**src/qrs_consts.svh**
```systemverilog
// Holds the clock rate, times, counter limits and comparator indices of the quasi-resonant switch timing block as macros.
// Assumes it is included by bare name wherever a count, index or reset value is needed.
`ifndef QRS_CONSTS_SVH
`define QRS_CONSTS_SVH

// ************************************************************
// Clock rate and time-to-cycle conversion
// ************************************************************
`define QRS_CLK_MHZ            64'd250
// A least time rounds up, a longest time rounds down, neither below one cycle.
`define QRS_CYC_CEIL(ns)       (((64'(ns) * `QRS_CLK_MHZ + 64'd999) / 64'd1000) > 64'd0 ? \
                                ((64'(ns) * `QRS_CLK_MHZ + 64'd999) / 64'd1000) : 64'd1)
`define QRS_CYC_FLOOR(ns)      (((64'(ns) * `QRS_CLK_MHZ) / 64'd1000) > 64'd0 ? \
                                ((64'(ns) * `QRS_CLK_MHZ) / 64'd1000) : 64'd1)

// ************************************************************
// Times in nanoseconds
// ************************************************************
`define QRS_LEADING_BLANK_NS   220
`define QRS_SW_BLANK_NS        190
`define QRS_SUPP_LONG_NS       2500
`define QRS_SUPP_SHORT_NS      1000
`define QRS_OVP_BLANK_NS       1000
`define QRS_MAX_OFF_NS         50000
`define QRS_MAX_ON_NS          30000
`define QRS_BURST_BLANK_NS     20000000
`define QRS_SKIP_PERIOD_NS     48000000

// ************************************************************
// Counter limits and reset values
// ************************************************************
`define QRS_VALLEY_MIN         3'h0
`define QRS_VALLEY_MAX         3'h7
`define QRS_SKIP_MIN           3'h1
`define QRS_SKIP_MAX           3'h7
`define QRS_SKIP_RESET         3'h1
`define QRS_CUR_LIMIT_BASE     8'hFF

// ************************************************************
// Comparator input indices
// ************************************************************
`define QRS_NCMP               10
`define QRS_CMP_VALLEY         0
`define QRS_CMP_OVP            1
`define QRS_CMP_SUPP_SEL       2
`define QRS_CMP_PWM            3
`define QRS_CMP_OCL            4
`define QRS_CMP_SW             5
`define QRS_CMP_FB_ZL          6
`define QRS_CMP_FB_ZH          7
`define QRS_CMP_FB_R1          8
`define QRS_CMP_FB_EB          9

`endif

```
**src/qrs_pkg.sv**
```systemverilog
// Holds the types shared by the quasi-resonant switch timing block.
// Assumes compilation before any module that imports it.
package qrs_pkg;

  // ************************************************************
  // Switching state, one-hot
  // ************************************************************
  typedef enum logic [3:0] {
    QRS_ST_ON    = 4'h1,
    QRS_ST_SUPP  = 4'h2,
    QRS_ST_WAIT  = 4'h4,
    QRS_ST_LATCH = 4'h8
  } qrs_state_e;

  // Three-bit valley and skip counts.
  typedef logic [2:0] qrs_cnt3_t;

endpackage

```
**src/qrs_cmp_filter.sv**
```systemverilog
// Holds the comparator synchroniser with an optional persistence filter.
// Assumes the raw comparator level is asynchronous to sys_clk_i.
`timescale 1ns/1ps
`include "qrs_consts.svh"

module qrs_cmp_filter #(
  parameter int unsigned BLANK_CYC = 0,
  parameter int unsigned CW        = 32
) (
  // Clock and reset.
  input  wire logic sys_clk_i,
  input  wire logic srst_i,
  // Comparator in, qualifier in.
  input  wire logic raw_i,
  input  wire logic en_i,
  // Synchronised level and filtered hit.
  output logic      level_o,
  output logic      hit_o
);

  // ************************************************************
  // Two-flop synchroniser and persistence counter
  // ************************************************************
  logic          meta_q;
  logic          sync_q;
  logic [CW-1:0] run_q;
  logic [CW-1:0] run_d;

  // The run length restarts whenever the qualified level drops, so spikes of up to BLANK_CYC cycles never hit.
  always_comb begin
    run_d = run_q;
    if (!(en_i && sync_q)) begin
      run_d = '0;
    end else if (run_q < CW'(BLANK_CYC)) begin
      run_d = run_q + 1'b1;
    end
  end

  // Only sync_q reads the first flop.
  always_ff @(posedge sys_clk_i) begin
    if (srst_i) begin
      meta_q <= 1'b0;
      sync_q <= 1'b0;
      run_q  <= '0;
    end else begin
      meta_q <= raw_i;
      sync_q <= meta_q;
      run_q  <= run_d;
    end
  end

  // With a zero blank the hit follows the qualified level at once.
  assign level_o = sync_q;
  assign hit_o   = en_i && sync_q && (run_q >= CW'(BLANK_CYC));

endmodule

```
**src/qrs_switch_timing.sv**
```systemverilog
// Holds the switching decision logic of a quasi-resonant flyback controller.
// Assumes comparator decisions arrive as levels from the analogue front end and the
// gate request drives an external gate gate_drive_output.
//
// Overview of operation
// Valley counter saturates between 0 and 7 and never wraps.
// While off, each falling crossing of the valley threshold adds one valley.
// Valley counter clears whenever the gate drive rises.
// Overvoltage seen during off-time latches off after a fixed blanking interval.
// Suppression uses the long time below its threshold, the short time above.
// Gate stays low for the whole ringing-suppression interval after turn-off.
// After suppression, turn on once valley count reaches the skip count.
// After the maximum off-time, turn on regardless of counters or sense input.
// Turn off when scaled current sense exceeds the feedback level.
// PWM and overcurrent comparators are ignored for the leading blank time after turn-on.
// Force gate low once high longer than the maximum on-time.
// Overcurrent after leading blank turns the gate off at once.
// Shorted-winding comparator is spike filtered; persistent hits latch off.
// Current limit is lowered by an offset from the foldback current excess.
// Burst flag sets when low feedback and skip count 7 persist long enough.
// Skip counter updates each 48ms period: up, hold, down or force to 1.
// Comparators are synchronised and every time is a parameterised cycle count.
`timescale 1ns/1ps
`include "qrs_consts.svh"

module qrs_switch_timing #(
  parameter int unsigned LIM_W          = 8,
  parameter int unsigned MAX_OFF_CYC    = 32'(`QRS_CYC_FLOOR(`QRS_MAX_OFF_NS)),
  parameter int unsigned MAX_ON_CYC     = 32'(`QRS_CYC_FLOOR(`QRS_MAX_ON_NS)),
  parameter int unsigned BURST_BLANK_CYC = 32'(`QRS_CYC_CEIL(`QRS_BURST_BLANK_NS)),
  parameter int unsigned SKIP_PERIOD_CYC = 32'(`QRS_CYC_FLOOR(`QRS_SKIP_PERIOD_NS))
) (
  // Clock and reset.
  input  wire logic              sys_clk_i,
  input  wire logic              srst_i,
  // Sense-input comparators.
  input  wire logic              valley_sense_below_i,
  input  wire logic              output_overvoltage_i,
  input  wire logic              suppression_select_above_i,
  // Current-sense comparators.
  input  wire logic              pwm_reset_i,
  input  wire logic              overcurrent_i,
  input  wire logic              shorted_winding_i,
  // Feedback-level comparators.
  input  wire logic              feedback_above_zl_i,
  input  wire logic              feedback_above_zh_i,
  input  wire logic              feedback_above_r1_i,
  input  wire logic              burst_entry_below_i,
  // Foldback current excess above the first threshold.
  input  wire logic [LIM_W-1:0]  foldback_excess_i,
  // Gate request and status.
  output logic                   gate_drive_output_o,
  output logic                   latched_off_o,
  output logic                   burst_mode_o,
  output qrs_pkg::qrs_cnt3_t     valley_count_o,
  output qrs_pkg::qrs_cnt3_t     skip_count_o,
  output logic [LIM_W-1:0]       cur_limit_level_o
);
  import qrs_pkg::*;

  // ************************************************************
  // Derived cycle counts
  // ************************************************************
  localparam int unsigned TW            = 32;
  localparam int unsigned LEB_CYC       = 32'(`QRS_CYC_CEIL(`QRS_LEADING_BLANK_NS));
  localparam int unsigned SW_BLANK_CYC  = 32'(`QRS_CYC_CEIL(`QRS_SW_BLANK_NS));
  localparam int unsigned OVP_BLANK_CYC = 32'(`QRS_CYC_CEIL(`QRS_OVP_BLANK_NS));
  localparam int unsigned SUPP_LONG_CYC = 32'(`QRS_CYC_CEIL(`QRS_SUPP_LONG_NS));
  localparam int unsigned SUPP_SHRT_CYC = 32'(`QRS_CYC_CEIL(`QRS_SUPP_SHORT_NS));

  // Persistence needed per comparator; only the two fault paths are filtered here.
  function automatic int unsigned blank_of(input int unsigned idx);
    if (idx == `QRS_CMP_SW) begin
      return SW_BLANK_CYC;
    end else if (idx == `QRS_CMP_OVP) begin
      return OVP_BLANK_CYC;
    end else begin
      return 0;
    end
  endfunction

  // ************************************************************
  // Comparator synchronisers
  // ************************************************************
  logic [`QRS_NCMP-1:0] cmp_raw;
  logic [`QRS_NCMP-1:0] cmp_en;
  logic [`QRS_NCMP-1:0] cmp_lvl;
  logic [`QRS_NCMP-1:0] cmp_hit;
  qrs_state_e           st_q;
  qrs_state_e           st_d;

  assign cmp_raw = {burst_entry_below_i, feedback_above_r1_i, feedback_above_zh_i,
                    feedback_above_zl_i, shorted_winding_i, overcurrent_i, pwm_reset_i,
                    suppression_select_above_i, output_overvoltage_i, valley_sense_below_i};

  // Overvoltage only counts during off-time, shorted winding only during on-time.
  always_comb begin
    cmp_en                   = '1;
    cmp_en[`QRS_CMP_OVP]     = (st_q != QRS_ST_ON) && (st_q != QRS_ST_LATCH);
    cmp_en[`QRS_CMP_SW]      = (st_q == QRS_ST_ON);
  end

  // Every comparator is taken through two flops before any decision reads it.
  for (genvar g = 0; g < `QRS_NCMP; g++) begin : g_cmp
    qrs_cmp_filter #(
      .BLANK_CYC (blank_of(g)),
      .CW        (TW)
    ) u_filt (
      .sys_clk_i (sys_clk_i),
      .srst_i    (srst_i),
      .raw_i     (cmp_raw[g]),
      .en_i      (cmp_en[g]),
      .level_o   (cmp_lvl[g]),
      .hit_o     (cmp_hit[g])
    );
  end

  // ************************************************************
  // Switching state machine and its timers
  // ************************************************************
  logic [TW-1:0] on_cnt_q;
  logic [TW-1:0] on_cnt_d;
  logic [TW-1:0] off_cnt_q;
  logic [TW-1:0] off_cnt_d;
  logic          valley_prev_q;
  logic          valley_prev_d;
  qrs_cnt3_t     valley_q;
  qrs_cnt3_t     valley_d;
  qrs_cnt3_t     skip_q;
  logic          past_leb;
  logic          supp_done;
  logic          max_off;
  logic          turn_on;
  logic          fault;

  // The suppression length follows the sense level live, so a late rise shortens it.
  assign supp_done = cmp_lvl[`QRS_CMP_SUPP_SEL] ?
                     (off_cnt_q >= TW'(SUPP_SHRT_CYC)) :
                     (off_cnt_q >= TW'(SUPP_LONG_CYC));
  assign max_off   = (off_cnt_q >= TW'(MAX_OFF_CYC) - 1'b1);
  assign past_leb  = (on_cnt_q >= TW'(LEB_CYC));
  assign fault     = cmp_hit[`QRS_CMP_OVP] || cmp_hit[`QRS_CMP_SW];
  assign turn_on   = (st_d == QRS_ST_ON) && (st_q != QRS_ST_ON);

  // Next state; a latched fault holds the switch off until reset.
  always_comb begin
    st_d = st_q;
    case (st_q)
      QRS_ST_ON: begin
        if (fault) begin
          st_d = QRS_ST_LATCH;
        end else if (past_leb && (cmp_lvl[`QRS_CMP_PWM] || cmp_lvl[`QRS_CMP_OCL])) begin
          st_d = QRS_ST_SUPP;
        end else if (on_cnt_q >= TW'(MAX_ON_CYC) - 1'b1) begin
          st_d = QRS_ST_SUPP;
        end
      end
      QRS_ST_SUPP: begin
        if (fault) begin
          st_d = QRS_ST_LATCH;
        end else if (max_off) begin
          st_d = QRS_ST_ON;
        end else if (supp_done) begin
          st_d = QRS_ST_WAIT;
        end
      end
      QRS_ST_WAIT: begin
        if (fault) begin
          st_d = QRS_ST_LATCH;
        end else if (max_off || (valley_q >= skip_q)) begin
          st_d = QRS_ST_ON;
        end
      end
      QRS_ST_LATCH: begin
        st_d = QRS_ST_LATCH;
      end
      default: begin
        st_d = QRS_ST_LATCH;
      end
    endcase
  end

  // Timers and valley counter.
  always_comb begin
    on_cnt_d      = '0;
    off_cnt_d     = '0;
    valley_prev_d = cmp_lvl[`QRS_CMP_VALLEY];
    valley_d      = valley_q;
    if (st_q == QRS_ST_ON) begin
      on_cnt_d = on_cnt_q + 1'b1;
    end else if ((st_q != QRS_ST_LATCH) && (off_cnt_q != '1)) begin
      off_cnt_d = off_cnt_q + 1'b1;
    end
    if (turn_on) begin
      valley_d = `QRS_VALLEY_MIN;
    end else if ((st_q != QRS_ST_ON) && cmp_lvl[`QRS_CMP_VALLEY] && !valley_prev_q &&
                 (valley_q != `QRS_VALLEY_MAX)) begin
      valley_d = valley_q + 3'h1;
    end
  end

  // Start off and waiting, so the maximum off-time fires the first pulse.
  always_ff @(posedge sys_clk_i) begin
    if (srst_i) begin
      st_q          <= QRS_ST_WAIT;
      on_cnt_q      <= '0;
      off_cnt_q     <= '0;
      valley_prev_q <= 1'b0;
      valley_q      <= `QRS_VALLEY_MIN;
    end else begin
      st_q          <= st_d;
      on_cnt_q      <= on_cnt_d;
      off_cnt_q     <= off_cnt_d;
      valley_prev_q <= valley_prev_d;
      valley_q      <= valley_d;
    end
  end

  // ************************************************************
  // Skip counter over the feedback period
  // ************************************************************
  logic [TW-1:0] per_cnt_q;
  logic [TW-1:0] per_cnt_d;
  logic          seen_zl_q;
  logic          seen_zl_d;
  logic          seen_zh_q;
  logic          seen_zh_d;
  logic          seen_r1_q;
  logic          seen_r1_d;
  qrs_cnt3_t     skip_d;
  logic          per_end;

  assign per_end = (per_cnt_q >= TW'(SKIP_PERIOD_CYC) - 1'b1);

  // Flags remember the highest band reached within the period, judged at its end.
  always_comb begin
    per_cnt_d = per_end ? '0 : per_cnt_q + 1'b1;
    seen_zl_d = seen_zl_q || cmp_lvl[`QRS_CMP_FB_ZL];
    seen_zh_d = seen_zh_q || cmp_lvl[`QRS_CMP_FB_ZH];
    seen_r1_d = seen_r1_q || cmp_lvl[`QRS_CMP_FB_R1];
    skip_d    = skip_q;
    if (per_end) begin
      seen_zl_d = 1'b0;
      seen_zh_d = 1'b0;
      seen_r1_d = 1'b0;
      if (seen_r1_q || cmp_lvl[`QRS_CMP_FB_R1]) begin
        skip_d = `QRS_SKIP_MIN;
      end else if (seen_zh_q || cmp_lvl[`QRS_CMP_FB_ZH]) begin
        skip_d = (skip_q > `QRS_SKIP_MIN) ? skip_q - 3'h1 : `QRS_SKIP_MIN;
      end else if (!(seen_zl_q || cmp_lvl[`QRS_CMP_FB_ZL])) begin
        skip_d = (skip_q < `QRS_SKIP_MAX) ? skip_q + 3'h1 : `QRS_SKIP_MAX;
      end
    end
  end

  always_ff @(posedge sys_clk_i) begin
    if (srst_i) begin
      per_cnt_q <= '0;
      seen_zl_q <= 1'b0;
      seen_zh_q <= 1'b0;
      seen_r1_q <= 1'b0;
      skip_q    <= `QRS_SKIP_RESET;
    end else begin
      per_cnt_q <= per_cnt_d;
      seen_zl_q <= seen_zl_d;
      seen_zh_q <= seen_zh_d;
      seen_r1_q <= seen_r1_d;
      skip_q    <= skip_d;
    end
  end

  // ************************************************************
  // Burst entry and current limit
  // ************************************************************
  logic [TW-1:0]    burst_cnt_q;
  logic [TW-1:0]    burst_cnt_d;
  logic             burst_q;
  logic             burst_d;
  logic [LIM_W-1:0] limit_q;
  logic [LIM_W-1:0] limit_d;
  logic             burst_cond;

  assign burst_cond = cmp_lvl[`QRS_CMP_FB_EB] && (skip_q == `QRS_SKIP_MAX);

  // The flag is sticky until reset; leaving burst is handled outside this block.
  always_comb begin
    burst_cnt_d = '0;
    burst_d     = burst_q;
    if (burst_cond) begin
      burst_cnt_d = (burst_cnt_q != '1) ? burst_cnt_q + 1'b1 : burst_cnt_q;
      if (burst_cnt_q >= TW'(BURST_BLANK_CYC) - 1'b1) begin
        burst_d = 1'b1;
      end
    end
    // Saturating subtraction keeps the limit from wrapping on a large excess.
    limit_d = (foldback_excess_i > LIM_W'(`QRS_CUR_LIMIT_BASE)) ? '0 :
              LIM_W'(`QRS_CUR_LIMIT_BASE) - foldback_excess_i;
  end

  always_ff @(posedge sys_clk_i) begin
    if (srst_i) begin
      burst_cnt_q <= '0;
      burst_q     <= 1'b0;
      limit_q     <= LIM_W'(`QRS_CUR_LIMIT_BASE);
    end else begin
      burst_cnt_q <= burst_cnt_d;
      burst_q     <= burst_d;
      limit_q     <= limit_d;
    end
  end

  // ************************************************************
  // Outputs, all from flops
  // ************************************************************
  assign gate_drive_output_o = (st_q == QRS_ST_ON);
  assign latched_off_o       = (st_q == QRS_ST_LATCH);
  assign burst_mode_o        = burst_q;
  assign valley_count_o      = valley_q;
  assign skip_count_o        = skip_q;
  assign cur_limit_level_o   = limit_q;

endmodule

```
**config.mk**
```make
export PLATFORM = sky130hd
export DESIGN_NAME = qrs_switch_timing
export DESIGN_NICKNAME = d
export VERILOG_FILES = /design/src/qrs_pkg.sv /design/src/qrs_cmp_filter.sv /design/src/qrs_switch_timing.sv
export VERILOG_INCLUDE_DIRS = /design/src
export SDC_FILE = /design/constraint.sdc
export NUM_CORES = 1
export LEC_CHECK = 0
export ABC_AREA = 1
export BUFFER_PORTS_ARGS = -buffer_cell sky130_fd_sc_hd__buf_2
export CORE_MARGIN = 2
export CORE_UTILIZATION = 45
export CTS_BUF_LIST = sky130_fd_sc_hd__clkbuf_2 sky130_fd_sc_hd__clkbuf_4 sky130_fd_sc_hd__clkbuf_8
export DETAILED_ROUTE_END_ITERATION = 12
export PLACE_DENSITY_LB_ADDON = 0.25
export SLEW_MARGIN = 0
export SYNTH_ARGS = -nofsm -noshare
export SYNTH_HDL_FRONTEND = slang
export SYNTH_HIERARCHICAL = 1
export SYNTH_SLANG_ARGS = --single-unit
```
**constraint.sdc**
```tcl
create_clock -name sys_clk_i -period 1.49 [get_ports sys_clk_i]
set_input_delay 0.149 -clock sys_clk_i [delete_from_list [all_inputs] [get_ports sys_clk_i]]
set_output_delay 0.149 -clock sys_clk_i [all_outputs]
set_load 0.05 [all_outputs]
```
==> impl_metrics.tcl <==
set metrics [dict create \
    syn_area_um2 11000 \
    multi_input_area_um2 7050 \
    dieArea_um2 25800 \
    final_net_count 1967 \
    grt_pass1_wl_mm 48.8 \
    regToRegSetupSlack_ns -0.26 \
    fin_crit_ns 1.75 \
    post-dp-hpwl_mm 18.6 \
    layout_common_cells "buf_4, inv_1, nand2_1" \
    ctsLongestPathBuffers 3 \
    max_slew_margin_pct 64.6 \
    core-area_um2 24200 \
    gp_congestion 0.898 \
    io_pins 37 \
    finalWirelength_mm 31.5 \
    worst_slew_pin_slew_ns 0.527 \
    clock_skew_ns 0.0171 \
    final_common_cell "buf_4" \
    clkLatencyLatePin_ns 0.55 \
    drc_errors 0 \
    core.rowCount 57 \
    fillers 1665 \
    min_period_over_period_pct 117 \
    num_vias 11300 \
    p_leak_uw 0.00734 \
    cts_buffers 42 \
    powerDensity_nw_per_um2 810 \
    cts_tree "built" \
    vdd_drop_max_mv 0.801 \
    synthToLayoutAreaGrowth_pct 57.1 \
    slew_violations 0 \
    clockRootBuffer "clkbuf_8" \
    initial_core_util_pct 45.6 \
    drive_gt1_share_pct 46.0 \
    cap_violations 0 \
    finalSetupViolations 160 \
    worstHoldPathType "in -> reg" \
    port_buffers 36 \
    clock-sinks 235 \
    diodes 0 \
    worstSetupPathType "reg -> reg" \
    grtUsageTotal_pct 22.3 \
    clk_pin_slew_ns 0.06 \
    rsz0062_at_grt "true" \
    antenna_left 0 \
    whs_ns 0.306 \
    antenna_found_initial 0 \
    regArea_um2 4800 \
    grt_pass1_vias 10900 \
    die_h_um 161 \
    ys_warn_count 6 \
    crit_fanout 4 \
    critPathLaunchType "flip-flop" \
    worst-endpoint-required_ns 1.92 \
    drt-initial-drc-count 568 \
    grt_max_degree 32 \
    endpoint_kind "flip-flop" \
    routedWlPerCell_um 13.8 \
    finalHoldViolations 0 \
    power.total_uw 14000 \
    cts_max_level 2 \
    netlist_instances 1528 \
    synth.avg_cell_area_um2 7.22 \
    max_freq_ghz 0.572 \
    vias_per_cell 4.95 \
    grt_overflow 0 \
    cp.arrival_ns 2.18 \
    status "finished with violations" \
    die_w_um 161 \
    violations "negative setup slack" \
    worst_slack_ns -0.257 \
    firstDrtPassIters 5 \
]
[state kept, by name (all words and copies together) (netlist names), 4 cells and up]
signal                count
burst_cnt_q              32
cur_limit_level_o         8
on_cnt_q                 32
g_cmp.u_filt/meta_q      10
off_cnt_q                32
st_q                      4
g_cmp.u_filt/run_q       64
per_cnt_q                32
g_cmp.u_filt/level_o     10
[path summary, 6_finish.rpt]
| kind | start | end | cells after the start |
|---|---|---|---|
| worst max-delay path | off_cnt_q[0] | off_cnt_q[19] | 10 |
| worst min-delay path | foldback_excess_i[6] | cur_limit_level_o[6] | 3 |
| worst max register to register | off_cnt_q[0] | off_cnt_q[19] | 10 |
| worst min register to register | g_cmp[4].u_filt/meta_q | g_cmp[4].u_filt/level_o | 2 |
[worst max-delay path, stage by stage (launching register included)]
cell and delay [ns]:
dfxtp_2 0.36, buf_6 0.14, nand3_4 0.08, nor2_4 0.16, nand2_2 0.09, nor3_4 0.26
buf_4 0.16, buf_6 0.10, nand3_4 0.06, xor2_2 0.18, nor2_2 0.04
[layer usage]
layer  wire length [um]  global-route usage (%)  vias to the layer above
li1                   -                       -                     5618
met1              13100                    27.2                     5247
met2              15700                    39.6                      317
met3               1520                    3.64                      105
met4               1090                    8.48                        0
met5                  0                       0                        -
[metrics by stage]
stage	setup WS, ns	cells	instance area [um^2]	setup TNS [ns]	utilization (%)
floorplan	-0.365	1535	11400	-27.17	-
global placement	-0.138	2108	13600	-8.75	56.3
detailed placement	-0.179	2108	13600	-14.11	56.3
CTS	-0.231	2256	16300	-11.82	67.5
global route	-0.337	2282	17300	-30.37	71.7
finish	-0.257	2282	17300	-14.51	71.7
[repair_timing]
action	in CTS	in global routing
cloned	7	1
hold buffers	19	0
setup buffers	50	36
endpoints found under the hold margin	24	0
pin swaps	100	111
resized for setup	286	248
setup endpoints to repair	143	200
[power by group]
| group | internal (uW) | switching [uW] | total (uW) | leakage (uW) |
|---|---|---|---|---|
| registers | 6360 | 55.3 | 6410 | 0.00193 |
| logic | 392 | 495 | 887 | 0.00490 |
| clock network | 4070 | 2670 | 6740 | 0.000508 |
| total | 10800 | 3220 | 14000 | 0.00734 |
[cell type report]
class | instances | area share, %
clock buffer | 66 | 4.77
clock inverter | 8 | 0.758
inverter | 245 | 5.56
multi-input combinational | 1034 | 40.7
sequential | 235 | 27.7
tap | 324 | 2.34
timing repair buffer | 370 | 18.2
(Power assumes the default switching activity.)
